### src/rtl/wwdt_pkg.sv
// constants shared by the windowed watchdog design files
// assumes a 25 MHz system clock and a 32-bit avalon-mm register port
package wwdt_pkg;
    // ------------------------------------------------------------
    // clock and timing
    // ------------------------------------------------------------
    localparam int CLK_HZ = 25000000;
    localparam int WARMUP_NS = 640;
    localparam int WARMUP_CYCLES = (WARMUP_NS * (CLK_HZ / 1000000) + 999) / 1000;
    localparam int PRESC_BASE_TAP = 8;
    localparam int PRESC_TAP_STEP = 2;
    localparam int PRESC_W = 16;

    // ------------------------------------------------------------
    // register map, byte addresses
    // ------------------------------------------------------------
    localparam logic [4:0] CONFIG_OFS = 5'h00;
    localparam logic [4:0] CODE_OFS = 5'h04;
    localparam logic [4:0] COUNT_OFS = 5'h08;
    localparam logic [4:0] STATUS_OFS = 5'h0C;
    localparam logic [4:0] MASK_OFS = 5'h10;

    // config fields
    localparam int CFG_ENABLE_BIT = 0;
    localparam int CFG_ACTION_BIT = 1;
    localparam int CFG_WINDOW_LSB = 2;
    localparam int CFG_PERIOD_LSB = 4;
    localparam logic CFG_ENABLE_RST = 1'b1;
    localparam logic CFG_ACTION_RST = 1'b1;
    localparam logic [1:0] CFG_WINDOW_RST = 2'h0;
    localparam logic [1:0] CFG_PERIOD_RST = 2'h0;

    // status and mask fields
    localparam int ST_RUN_BIT = 0;
    localparam int ST_WINVIOL_BIT = 1;
    localparam int ST_OVF_BIT = 2;
    localparam logic [2:0] MASK_RST = 3'h0;

    // control codes
    localparam logic [7:0] CODE_CLEAR = 8'h4E;
    localparam logic [7:0] CODE_DISABLE = 8'hB1;

    // counter and window
    localparam logic [7:0] COUNT_MAX = 8'hFF;
    localparam logic [7:0] COUNT_RST = 8'h00;
    localparam logic [7:0] WIN_START_01 = 8'h80;
    localparam logic [7:0] WIN_START_10 = 8'hC0;
    localparam logic [7:0] WIN_START_11 = 8'hE0;
endpackage

### src/rtl/wwdt_prescaler.sv
// source clock divider for the watchdog counter
// assumes run_i and tap_sel_i come from logic on the same clock
`timescale 1ns/1ps
module wwdt_prescaler #(
    parameter int PRESC_W = wwdt_pkg::PRESC_W,
    parameter int BASE_TAP = wwdt_pkg::PRESC_BASE_TAP,
    parameter int TAP_STEP = wwdt_pkg::PRESC_TAP_STEP
) (
    // clock and reset
    input wire logic clk_i,
    input wire logic rst_n_i,
    // control
    input wire logic run_i,
    input wire logic restart_i,
    input wire logic [1:0] tap_sel_i,
    // enable pulse out
    output logic tick_o
);
    typedef struct packed {
        logic [PRESC_W-1:0] div;
        logic tick;
    } wwdt_presc_state_t;

    wwdt_presc_state_t state_reg;
    wwdt_presc_state_t state_next;
    logic [PRESC_W-1:0] tap_mask;

    // ------------------------------------------------------------
    // tap decode: the tick fires when the low bits below the tap are all ones
    // ------------------------------------------------------------
    always_comb begin
        tap_mask = '0;
        for (int i = 0; i < PRESC_W; i++) begin
            if (i < BASE_TAP + TAP_STEP * int'(tap_sel_i)) begin
                tap_mask[i] = 1'b1;
            end
        end
    end

    always_comb begin
        state_next = state_reg;
        state_next.tick = 1'b0;
        if (!run_i || restart_i) begin
            // restart keeps the first period after a clear full length
            state_next.div = '0;
        end else begin
            state_next.div = state_reg.div + PRESC_W'(1);
            state_next.tick = ((state_reg.div & tap_mask) == tap_mask);
        end
    end

    always_ff @(posedge clk_i or negedge rst_n_i) begin
        if (!rst_n_i) begin
            state_reg <= '0;
        end else begin
            state_reg <= state_next;
        end
    end

    assign tick_o = state_reg.tick;
endmodule

### src/rtl/wwdt_top.sv
// windowed watchdog: 8-bit up counter, control codes, status and interrupt
// assumes an avalon-mm master on clk_i and cpu logic taking nmi and reset pulses
// ------------------------------------------------------------
// ------------------------------------------------------------
//
// Our own choices: the register addresses and the Avalon-MM interface to the registers.
`timescale 1ns/1ps
module wwdt_top #(
    parameter int WARMUP_CYCLES = wwdt_pkg::WARMUP_CYCLES,
    parameter int PRESC_BASE_TAP = wwdt_pkg::PRESC_BASE_TAP
) (
    // clock and reset
    input wire logic clk_i,
    input wire logic rst_n_i,
    // avalon-mm slave
    input wire logic [4:0] address_i,
    input wire logic read_i,
    input wire logic write_i,
    input wire logic [31:0] writedata_i,
    input wire logic [3:0] byteenable_i,
    output logic [31:0] readdata_o,
    output logic waitrequest_o,
    // requests to the cpu core
    output logic nmi_req_o,
    output logic chip_reset_req_o,
    output logic irq_o
);
    typedef struct packed {
        logic [15:0] warm;
        logic warm_done;
        logic enable;
        logic action;
        logic [1:0] window;
        logic [1:0] period;
        logic run;
        logic [7:0] count;
        logic [1:0] cause;
        logic [2:0] mask;
        logic [1:0] reported;
        logic busy;
        logic [31:0] rdata;
        logic nmi;
        logic rst_req;
        logic irq;
    } wwdt_state_t;

    wwdt_state_t state_reg;
    wwdt_state_t state_next;
    logic [1:0] rst_sync_reg;
    logic rst_n;
    logic tick;
    logic presc_restart;
    logic req;
    logic done;
    logic code_wr;
    logic clear_hit;
    logic disable_hit;
    logic early_clear;
    logic overflow;
    logic [1:0] cause_set;
    logic [2:0] status_view;

    // ------------------------------------------------------------
    // helpers
    // ------------------------------------------------------------
    function automatic logic in_window(input logic [1:0] sel, input logic [7:0] cnt);
        logic ok;
        case (sel)
            2'h0: ok = 1'b1;
            2'h1: ok = (cnt >= wwdt_pkg::WIN_START_01);
            2'h2: ok = (cnt >= wwdt_pkg::WIN_START_10);
            2'h3: ok = (cnt >= wwdt_pkg::WIN_START_11);
            default: ok = 1'b1;
        endcase
        return ok;
    endfunction

    function automatic logic hit(input logic [4:0] addr, input logic [4:0] ofs);
        return addr == ofs;
    endfunction

    // ------------------------------------------------------------
    // reset release
    // ------------------------------------------------------------
    // assert at once, release two edges later to avoid a metastable release
    always_ff @(posedge clk_i or negedge rst_n_i) begin
        if (!rst_n_i) begin
            rst_sync_reg <= 2'h0;
        end else begin
            rst_sync_reg <= {rst_sync_reg[0], 1'b1};
        end
    end
    assign rst_n = rst_sync_reg[1];

    // ------------------------------------------------------------
    // source clock divider
    // ------------------------------------------------------------
    // a lower base tap lets a short run reach several overflows
    wwdt_prescaler #(
        .BASE_TAP(PRESC_BASE_TAP)
    ) u_presc (
        .clk_i(clk_i),
        .rst_n_i(rst_n),
        .run_i(state_reg.run),
        .restart_i(presc_restart),
        .tap_sel_i(state_reg.period),
        .tick_o(tick)
    );

    // ------------------------------------------------------------
    // bus decode and watchdog events
    // ------------------------------------------------------------
    always_comb begin
        req = read_i | write_i;
        done = req & !state_reg.busy;
        code_wr = done & write_i & byteenable_i[0] & hit(address_i, wwdt_pkg::CODE_OFS);
        clear_hit = code_wr && writedata_i[7:0] == wwdt_pkg::CODE_CLEAR && state_reg.run
            && in_window(state_reg.window, state_reg.count);
        early_clear = code_wr && writedata_i[7:0] == wwdt_pkg::CODE_CLEAR && state_reg.run
            && !in_window(state_reg.window, state_reg.count);
        disable_hit = code_wr && writedata_i[7:0] == wwdt_pkg::CODE_DISABLE
            && !state_reg.enable && state_reg.run;
        // a clear or a disable in the wrap cycle swallows the overflow
        overflow = tick && state_reg.run && state_reg.count == wwdt_pkg::COUNT_MAX
            && !clear_hit && !disable_hit;
        presc_restart = clear_hit | disable_hit;
        cause_set[1] = overflow & !state_reg.action;
        cause_set[0] = early_clear;
        status_view = {state_reg.cause, state_reg.run};
    end

    // ------------------------------------------------------------
    // next state
    // ------------------------------------------------------------
    always_comb begin
        state_next = state_reg;
        state_next.nmi = 1'b0;
        state_next.rst_req = 1'b0;

        // warm-up gate after reset release
        if (!state_reg.warm_done) begin
            if (state_reg.warm >= 16'(WARMUP_CYCLES - 1)) begin
                state_next.warm_done = 1'b1;
                state_next.run = state_reg.enable;
            end else begin
                state_next.warm = state_reg.warm + 16'h0001;
            end
        end

        // counter
        if (disable_hit) begin
            state_next.run = 1'b0;
            state_next.count = wwdt_pkg::COUNT_RST;
        end else if (clear_hit) begin
            state_next.count = wwdt_pkg::COUNT_RST;
        end else if (tick && state_reg.run) begin
            // wraps and keeps counting whichever action is set
            state_next.count = state_reg.count + 8'h01;
        end

        // requests: a fresh pulse per event, never masked
        if (overflow && !state_reg.action) begin
            state_next.nmi = 1'b1;
        end
        if (early_clear) begin
            state_next.nmi = 1'b1;
        end
        if (overflow && state_reg.action) begin
            state_next.rst_req = 1'b1;
        end

        // bus handshake: one wait cycle, data settles before release
        state_next.busy = !(req && state_reg.busy);
        if (req && state_reg.busy) begin
            state_next.rdata = 32'h0000_0000;
            if (read_i) begin
                case (address_i)
                    wwdt_pkg::CONFIG_OFS: begin
                        state_next.rdata[wwdt_pkg::CFG_ENABLE_BIT] = state_reg.enable;
                        state_next.rdata[wwdt_pkg::CFG_ACTION_BIT] = state_reg.action;
                        state_next.rdata[wwdt_pkg::CFG_WINDOW_LSB +: 2] = state_reg.window;
                        state_next.rdata[wwdt_pkg::CFG_PERIOD_LSB +: 2] = state_reg.period;
                    end
                    wwdt_pkg::COUNT_OFS: state_next.rdata[7:0] = state_reg.count;
                    wwdt_pkg::STATUS_OFS: state_next.rdata[2:0] = status_view;
                    wwdt_pkg::MASK_OFS: state_next.rdata[2:0] = state_reg.mask;
                    default: state_next.rdata = 32'h0000_0000;
                endcase
                // only the flags shown to software may be cleared by this read
                state_next.reported = hit(address_i, wwdt_pkg::STATUS_OFS) ? state_reg.cause : 2'h0;
            end
        end

        if (done && write_i && byteenable_i[0]) begin
            case (address_i)
                wwdt_pkg::CONFIG_OFS: begin
                    state_next.enable = writedata_i[wwdt_pkg::CFG_ENABLE_BIT];
                    state_next.action = writedata_i[wwdt_pkg::CFG_ACTION_BIT];
                    state_next.window = writedata_i[wwdt_pkg::CFG_WINDOW_LSB +: 2];
                    state_next.period = writedata_i[wwdt_pkg::CFG_PERIOD_LSB +: 2];
                    if (writedata_i[wwdt_pkg::CFG_ENABLE_BIT] && state_reg.warm_done) begin
                        state_next.run = 1'b1;
                    end
                end
                wwdt_pkg::MASK_OFS: state_next.mask = writedata_i[2:0];
                default: state_next.mask = state_reg.mask;
            endcase
        end

        // sticky causes, cleared by a status read, set wins
        if (done && read_i && hit(address_i, wwdt_pkg::STATUS_OFS)) begin
            state_next.cause = (state_reg.cause & ~state_reg.reported) | cause_set;
        end else begin
            state_next.cause = state_reg.cause | cause_set;
        end

        state_next.irq = |({state_next.cause, 1'b0} & state_next.mask);
    end

    always_ff @(posedge clk_i or negedge rst_n) begin
        if (!rst_n) begin
            state_reg.warm <= 16'h0000;
            state_reg.warm_done <= 1'b0;
            state_reg.enable <= wwdt_pkg::CFG_ENABLE_RST;
            state_reg.action <= wwdt_pkg::CFG_ACTION_RST;
            state_reg.window <= wwdt_pkg::CFG_WINDOW_RST;
            state_reg.period <= wwdt_pkg::CFG_PERIOD_RST;
            state_reg.run <= 1'b0;
            state_reg.count <= wwdt_pkg::COUNT_RST;
            state_reg.cause <= 2'h0;
            state_reg.mask <= wwdt_pkg::MASK_RST;
            state_reg.reported <= 2'h0;
            state_reg.busy <= 1'b1;
            state_reg.rdata <= 32'h0000_0000;
            state_reg.nmi <= 1'b0;
            state_reg.rst_req <= 1'b0;
            state_reg.irq <= 1'b0;
        end else begin
            state_reg <= state_next;
        end
    end

    // ------------------------------------------------------------
    // outputs
    // ------------------------------------------------------------
    assign readdata_o = state_reg.rdata;
    assign waitrequest_o = state_reg.busy;
    assign nmi_req_o = state_reg.nmi;
    assign chip_reset_req_o = state_reg.rst_req;
    assign irq_o = state_reg.irq;
endmodule

### config.mk
export PLATFORM = sky130hd
export DESIGN_NAME = wwdt_top
export DESIGN_NICKNAME = d
export VERILOG_FILES = /design/src/rtl/wwdt_pkg.sv /design/src/rtl/wwdt_prescaler.sv /design/src/rtl/wwdt_top.sv
export SDC_FILE = /design/constraint.sdc
export NUM_CORES = 1
export LEC_CHECK = 0
export ABC_CLOCK_PERIOD_IN_PS = 2500
export BUFFER_PORTS_ARGS = -buffer_cell sky130_fd_sc_hd__buf_2
export CAP_MARGIN = 20
export CORE_ASPECT_RATIO = 2
export CORE_MARGIN = 5
export CORE_UTILIZATION = 45
export DETAILED_ROUTE_END_ITERATION = 7
export PLACE_DENSITY = 0.74
export SLEW_MARGIN = 20
export SYNTH_ARGS = -nofsm -noshare
export SYNTH_HDL_FRONTEND = slang
export SYNTH_SLANG_ARGS = --single-unit
### constraint.sdc
create_clock -name clk_i -period 2.5 [get_ports clk_i]
set_input_delay 0.375 -clock clk_i [delete_from_list [all_inputs] [get_ports clk_i]]
set_output_delay 0.375 -clock clk_i [all_outputs]
set_load 0.02 [all_outputs]
### Word level (Yosys, flattened, before mapping)

Index checks and enable logic that the tools add are counted.

* logic and storage cells: 145
* register bits: 94
* output and inout port bits: 36
* bits of input ports: 45

* bitwise logic cells: 15
* reduce and logical (&&, ||, !) cells: 35
* eq/ne operators: 11
* muxes and demuxes: 41
* order comparisons: 20
* add/subtract/negate cells: 4

Operators with widths (number)
* 5-bit by 32-bit less-than comparator with 1-bit output (first input constant): 8
* 4-bit by 32-bit less-than comparator with 1-bit output (first input constant): 3
* 16-bit by 1-bit adder with 16-bit output (second input constant): 2
* 8-bit two-way mux: 4
* 1-bit two-way mux: 28
* 8-bit >= comparator (second input constant): 3
* 1-bit logical AND: 19
* 16-bit AND: 1
* 16-bit equality test: 1
* 8-bit equality test (second input constant): 2
* 16-bit by 4-bit >= comparator with 1-bit output (second input constant): 1
* 16-bit two-way mux: 1
* 3-bit one-hot mux with 4 select lines: 1
* 5-bit by 4-bit equality test with 1-bit output (second input constant): 2
* 1-bit by 5-bit less-than comparator with 1-bit output (first input constant): 2
* 2-bit by 5-bit less-than comparator with 1-bit output (first input constant): 2
* 8-bit by 1-bit adder with 8-bit output (second input constant): 1
* 8-bit by 7-bit equality test with 1-bit output (second input constant): 1
* 1-bit zero test: 8
* 2-bit two-way mux: 3
* 3-bit two-way mux: 2
* 3-bit one-hot mux with 2 select lines: 1
* 2-bit AND reduction: 3
* 4-bit by 3-bit adder with 5-bit output (first input constant): 1
* 18 further kinds: 26

### Longest topological paths before layout

* depth after elaboration: 16
* gate-level depth with buffers: 7
* mapped depth without buffers: 6

### Hierarchy

From an unflattened synthesis, not the netlist that was laid out.

* cells, all modules: 318
* area total of the unflattened synthesis: 3378.2 um^2

Modules (own cells, without submodules)
* wwdt_top: cells an instance 243, instances 1, area an instance 2622.5 um^2, seq. area each 1330.0 um^2
* wwdt_prescaler: cells an instance 75, instances 1, area an instance 755.7 um^2, seq. area each 375.4 um^2

### Worst setup path before layout

Ideal clock, no wire load.

* path kind: input to register
* start point: input address_i[4]
* end point: register state_reg, in the netlist irq_o
* data arrival time: 1708 ps
* setup time: 130 ps
* buffers on the path: 1
* stages on the path: 6
* required time: 2370 ps
* slack: 662 ps
* path through: buf_6 -> or4b_4 -> a2111oi_2 -> a32oi_2 -> a21oi_1 -> o22ai_1

RTL lines
* start: declaration: RTL line wwdt_top.sv:16 `input wire logic [4:0] address_i,`
* end signal: assignment: RTL line wwdt_top.sv:239 `state_reg <= state_next;`
* end: declaration: RTL line wwdt_top.sv:47 `wwdt_state_t state_reg;`

==> impl_results.md <==
- Syn_area_per_cell: 10.4 sq um
- Share of the clock period used by the worst path after layout: slightly above 80%
- Area growth syn-to-layout: 10.8%
- Primary FF master, synth: sky130_fd_sc_hd__dfrtp_1
- Mapped cell area: 0.00331 sq mm
- Core box area: 0.00721 sq mm
- Share of the synthesized area in the top cell type: 49.2%
- CP max FO: 14
- Post-layout worst setup margin: around 0.44 ns
- Total vias in the final route: about 2200
- Worst-margin pin slew: 0.778 ns
- Number of cell rows: between 40 and 50
- Worst setup slack after placement: 0.343 ns
- Final net count: roughly 390
- Length of the first detailed-routing pass in iterations: 4
- Number of flip-flops in the largest register: 39
- Total global routing track utilization: between 10% and 20%
- Fraction of the yosys area taken by sequential cells: around 52%
- Number of setup violations in the final report: 0
- Routed wire length: ~6.5 mm
- Count of flip-flops with a built-in enable after synthesis: 0
- Via count of the first global-routing pass: 2358
- Post-route DRC violation count: 0
- Signal arrival time at the worst endpoint: ~2.3 ns
- Max-slew violations: 0
- Maximum clock frequency: just under 0.5 GHz
- Clock tree sinks: 68
- Result of the run: finished, final reports clean
- Quantity of I/O buffers inserted on ports: 29
- First-pass GRT wire length: about 11 mm
- Gate count after technology mapping: about 320
- Static leakage: 0.00169 uW
- CTS tree: yes
- Final antenna diode count: 0
- MaxCap Viol Count: 0
- Overall die area: 0.00927 sq mm
- Initial core utilization: 45.9%
- Unrepaired setup endpoints after global routing: no
- Share of layout cells above drive strength 1: between 20 and 25%
- Final-report hold violation count: 0
- Number of hold buffers added after CTS: 1
- Clock-pin slew on the worst setup and hold paths: approximately 0.06 ns
- Post-CTS setup buffers: 0
- Post-CTS sizing: 0
- Nature of the critical path endpoint: flip-flop
- Final routed wire length divided by cell count: between 15 and 20 um
- Worst hold path type: in -> reg
- Cell Area, Placed: about 0.0034 sq mm
- Final critical-path required period: 2.06 ns
- Clock skew after layout: 0.00341 ns
- Global-route congestion overflow total: 0
- Post-detail-place hpwl: a little under 5 mm
- Number of standard cells in the final layout excluding fillers: 433
- Die height: roughly 130 um
- Classification of the worst setup path: reg -> reg
- Number of top-level pins: 81
- Register bit total from synthesis: between 60 and 70
- Clock tree buffer depth: 2
- Worst-skew pair later-pin latency: 0.34 ns
- Slew margin rel.: 48.2%
- Chip Width: approximately 70 um
- Root cell of the clock tree: sky130_fd_sc_hd__clkbuf_16
- Number of warnings printed during yosys synthesis: 0
- Final non-filler cell area: roughly 0.0037 sq mm
- Ranking of synthesized cells by area: sky130_fd_sc_hd__dfrtp_1 49%, sky130_fd_sc_hd__buf_4 7.3%, sky130_fd_sc_hd__xnor2_1 4.2%
- Placed Cells: ~420
- Hold slack final: between 0.3 and 0.4 ns
- Cts bufs inserted: 9
- Maximum number of pins on one net before global-route repair: 67
- Maximum ir drop on the vdd rail: between 0.6 and 0.7 mV
- Post-synth top area cell: sky130_fd_sc_hd__dfrtp_1
- Netlist cell types: about 50
- Iteration-0 DRC Markers: 93
- Data required time at the worst endpoint: between 2 and 3 ns
- Setup TNS: 0 ns
- Initial antenna violation count: 0
- Final estimated routing congestion in global placement: approximately 0.9
- Antenna-violating nets left: 0
- FFs w/ async S/R, synth: 100%
- Number of H-tree levels: 3
- Total power density per cell area: about 700 mW/mm^2
- Via density: ~5.1
- Kind of start point of the critical path: flip-flop
==> power breakdown <==
part	switching, uW	internal, uW	total, uW
Clock	469	771	1240
Sequential	24.6	1130	1150
Combinational	108	42.2	150
==> critical path: stages, from the launching register on <==
cell and delay, ns:
sky130_fd_sc_hd__dfstp_2 0.55, sky130_fd_sc_hd__nand3b_1 0.26, sky130_fd_sc_hd__a2111oi_2 0.09, sky130_fd_sc_hd__a32oi_2 0.39, sky130_fd_sc_hd__nand2_4 0.18, sky130_fd_sc_hd__a2111oi_0 0.34
sky130_fd_sc_hd__buf_4 0.19
==> Yosys cell counts (all sizes together) (6+ instances only) <==
library cell,instances
nor2,33
nor4,6
nand2,28
mux2,9
xor2,6
dfrtp,65
o21ai,8
nor3,9
buf,35
xnor2,16
inv,17
clkbuf,13
nand3,12
==> logic make-up (layout without fill, tap and decap cells) <==
| kind of cell | Yosys count | count (layout) | share of synthesized area [%] |
|---|---|---|---|
| AOI/OAI and AO/OA | 27 | 27 | 6.55 |
| adders and majority gates | 4 | 4 | 1.51 |
| buffers and inverters | 65 | 66 | 11.5 |
| other | 2 | 25 | 0.227 |
| xor gates and xnor gates | 22 | 22 | 5.83 |
| and+or+nand+nor | 115 | 115 | 18.2 |
| muxes | 14 | 14 | 4.58 |
| DFF | 68 | 68 | 51.6 |
==> metrics by stage <==
stage | util (%) | total power, uW
2_1_floorplan | - | 1300
3_3_place_gp | 46.6 | 1320
3_5_place_dp | 46.6 | 1320
4_1_cts | 50.8 | 2560
5_1_grt | 50.8 | 2630
6_report | 50.8 | 2540
==> path summary, 6_finish.rpt <==
| kind | endpoint | depth (start not counted) | from | slack (ns) |
|---|---|---|---|---|
| worst max-delay path | u_presc.tick_o$_DFF_PN0_ | 6 | waitrequest_o$_DFF_PN1_ | 0.44 |
| worst min-delay path | state_reg[55]$_DFFE_PN0P_ | 2 | writedata_i[3] | 0.32 |
| worst max register to register | u_presc.tick_o$_DFF_PN0_ | 6 | waitrequest_o$_DFF_PN1_ | 0.44 |
| worst min register to register | rst_sync_reg[1]$_DFF_PN0_ | 0 | rst_sync_reg[0]$_DFF_PN0_ | 0.35 |
| max in group asynchronous | state_reg[39]$_DFF_PN0_ | 1 | rst_sync_reg[1]$_DFF_PN0_ | 1.57 |
| min in group asynchronous | rst_sync_reg[0]$_DFF_PN0_ | 2 | rst_n_i | 0.35 |
==> cell usage in the layout, fill, tap and decap left out, drive strengths merged, types with 3 or more instances in the layout <==
cell,instances
xnor2,16
o21ai,8
a21oi,4
nor2b,5
nor2,33
ha,4
nand4,5
nand2,28
dfrtp,65
a221oi,3
a222oi,3
nor4,6
nor3,9
xor2,6
dfstp,3
clkbuf,10
conb,25
and3,3
nand3,12
mux2i,5
buf,32
mux2,9
inv,18
==> routing by layer <==
| metal | vias up | global-route usage [%] | share of wire, % |
|---|---|---|---|
| met3 | 19 | 3.90 | 4.5 |
| met4 | 0 | 9.41 | 3.7 |
| met1 | 1099 | 15.9 | 35 |
| met5 | - | 0 | 0 |
| met2 | 59 | 27.3 | 57 |
| li1 | 1051 | - | - |
==> final cells by class <==
| cell class | instances | area, sq um |
|---|---|---|
| clock buffer | 10 | 229 |
| inverter | 17 | 63.8 |
| sequential | 68 | 1710 |
| tap | 92 | 115 |
| timing repair buffer | 33 | 178 |
| multi-input combinational | 207 | 1310 |
| fill | 651 | 3550 |
| clock inverter | 6 | 63.8 |
Power figures use the tool's default switching activity.
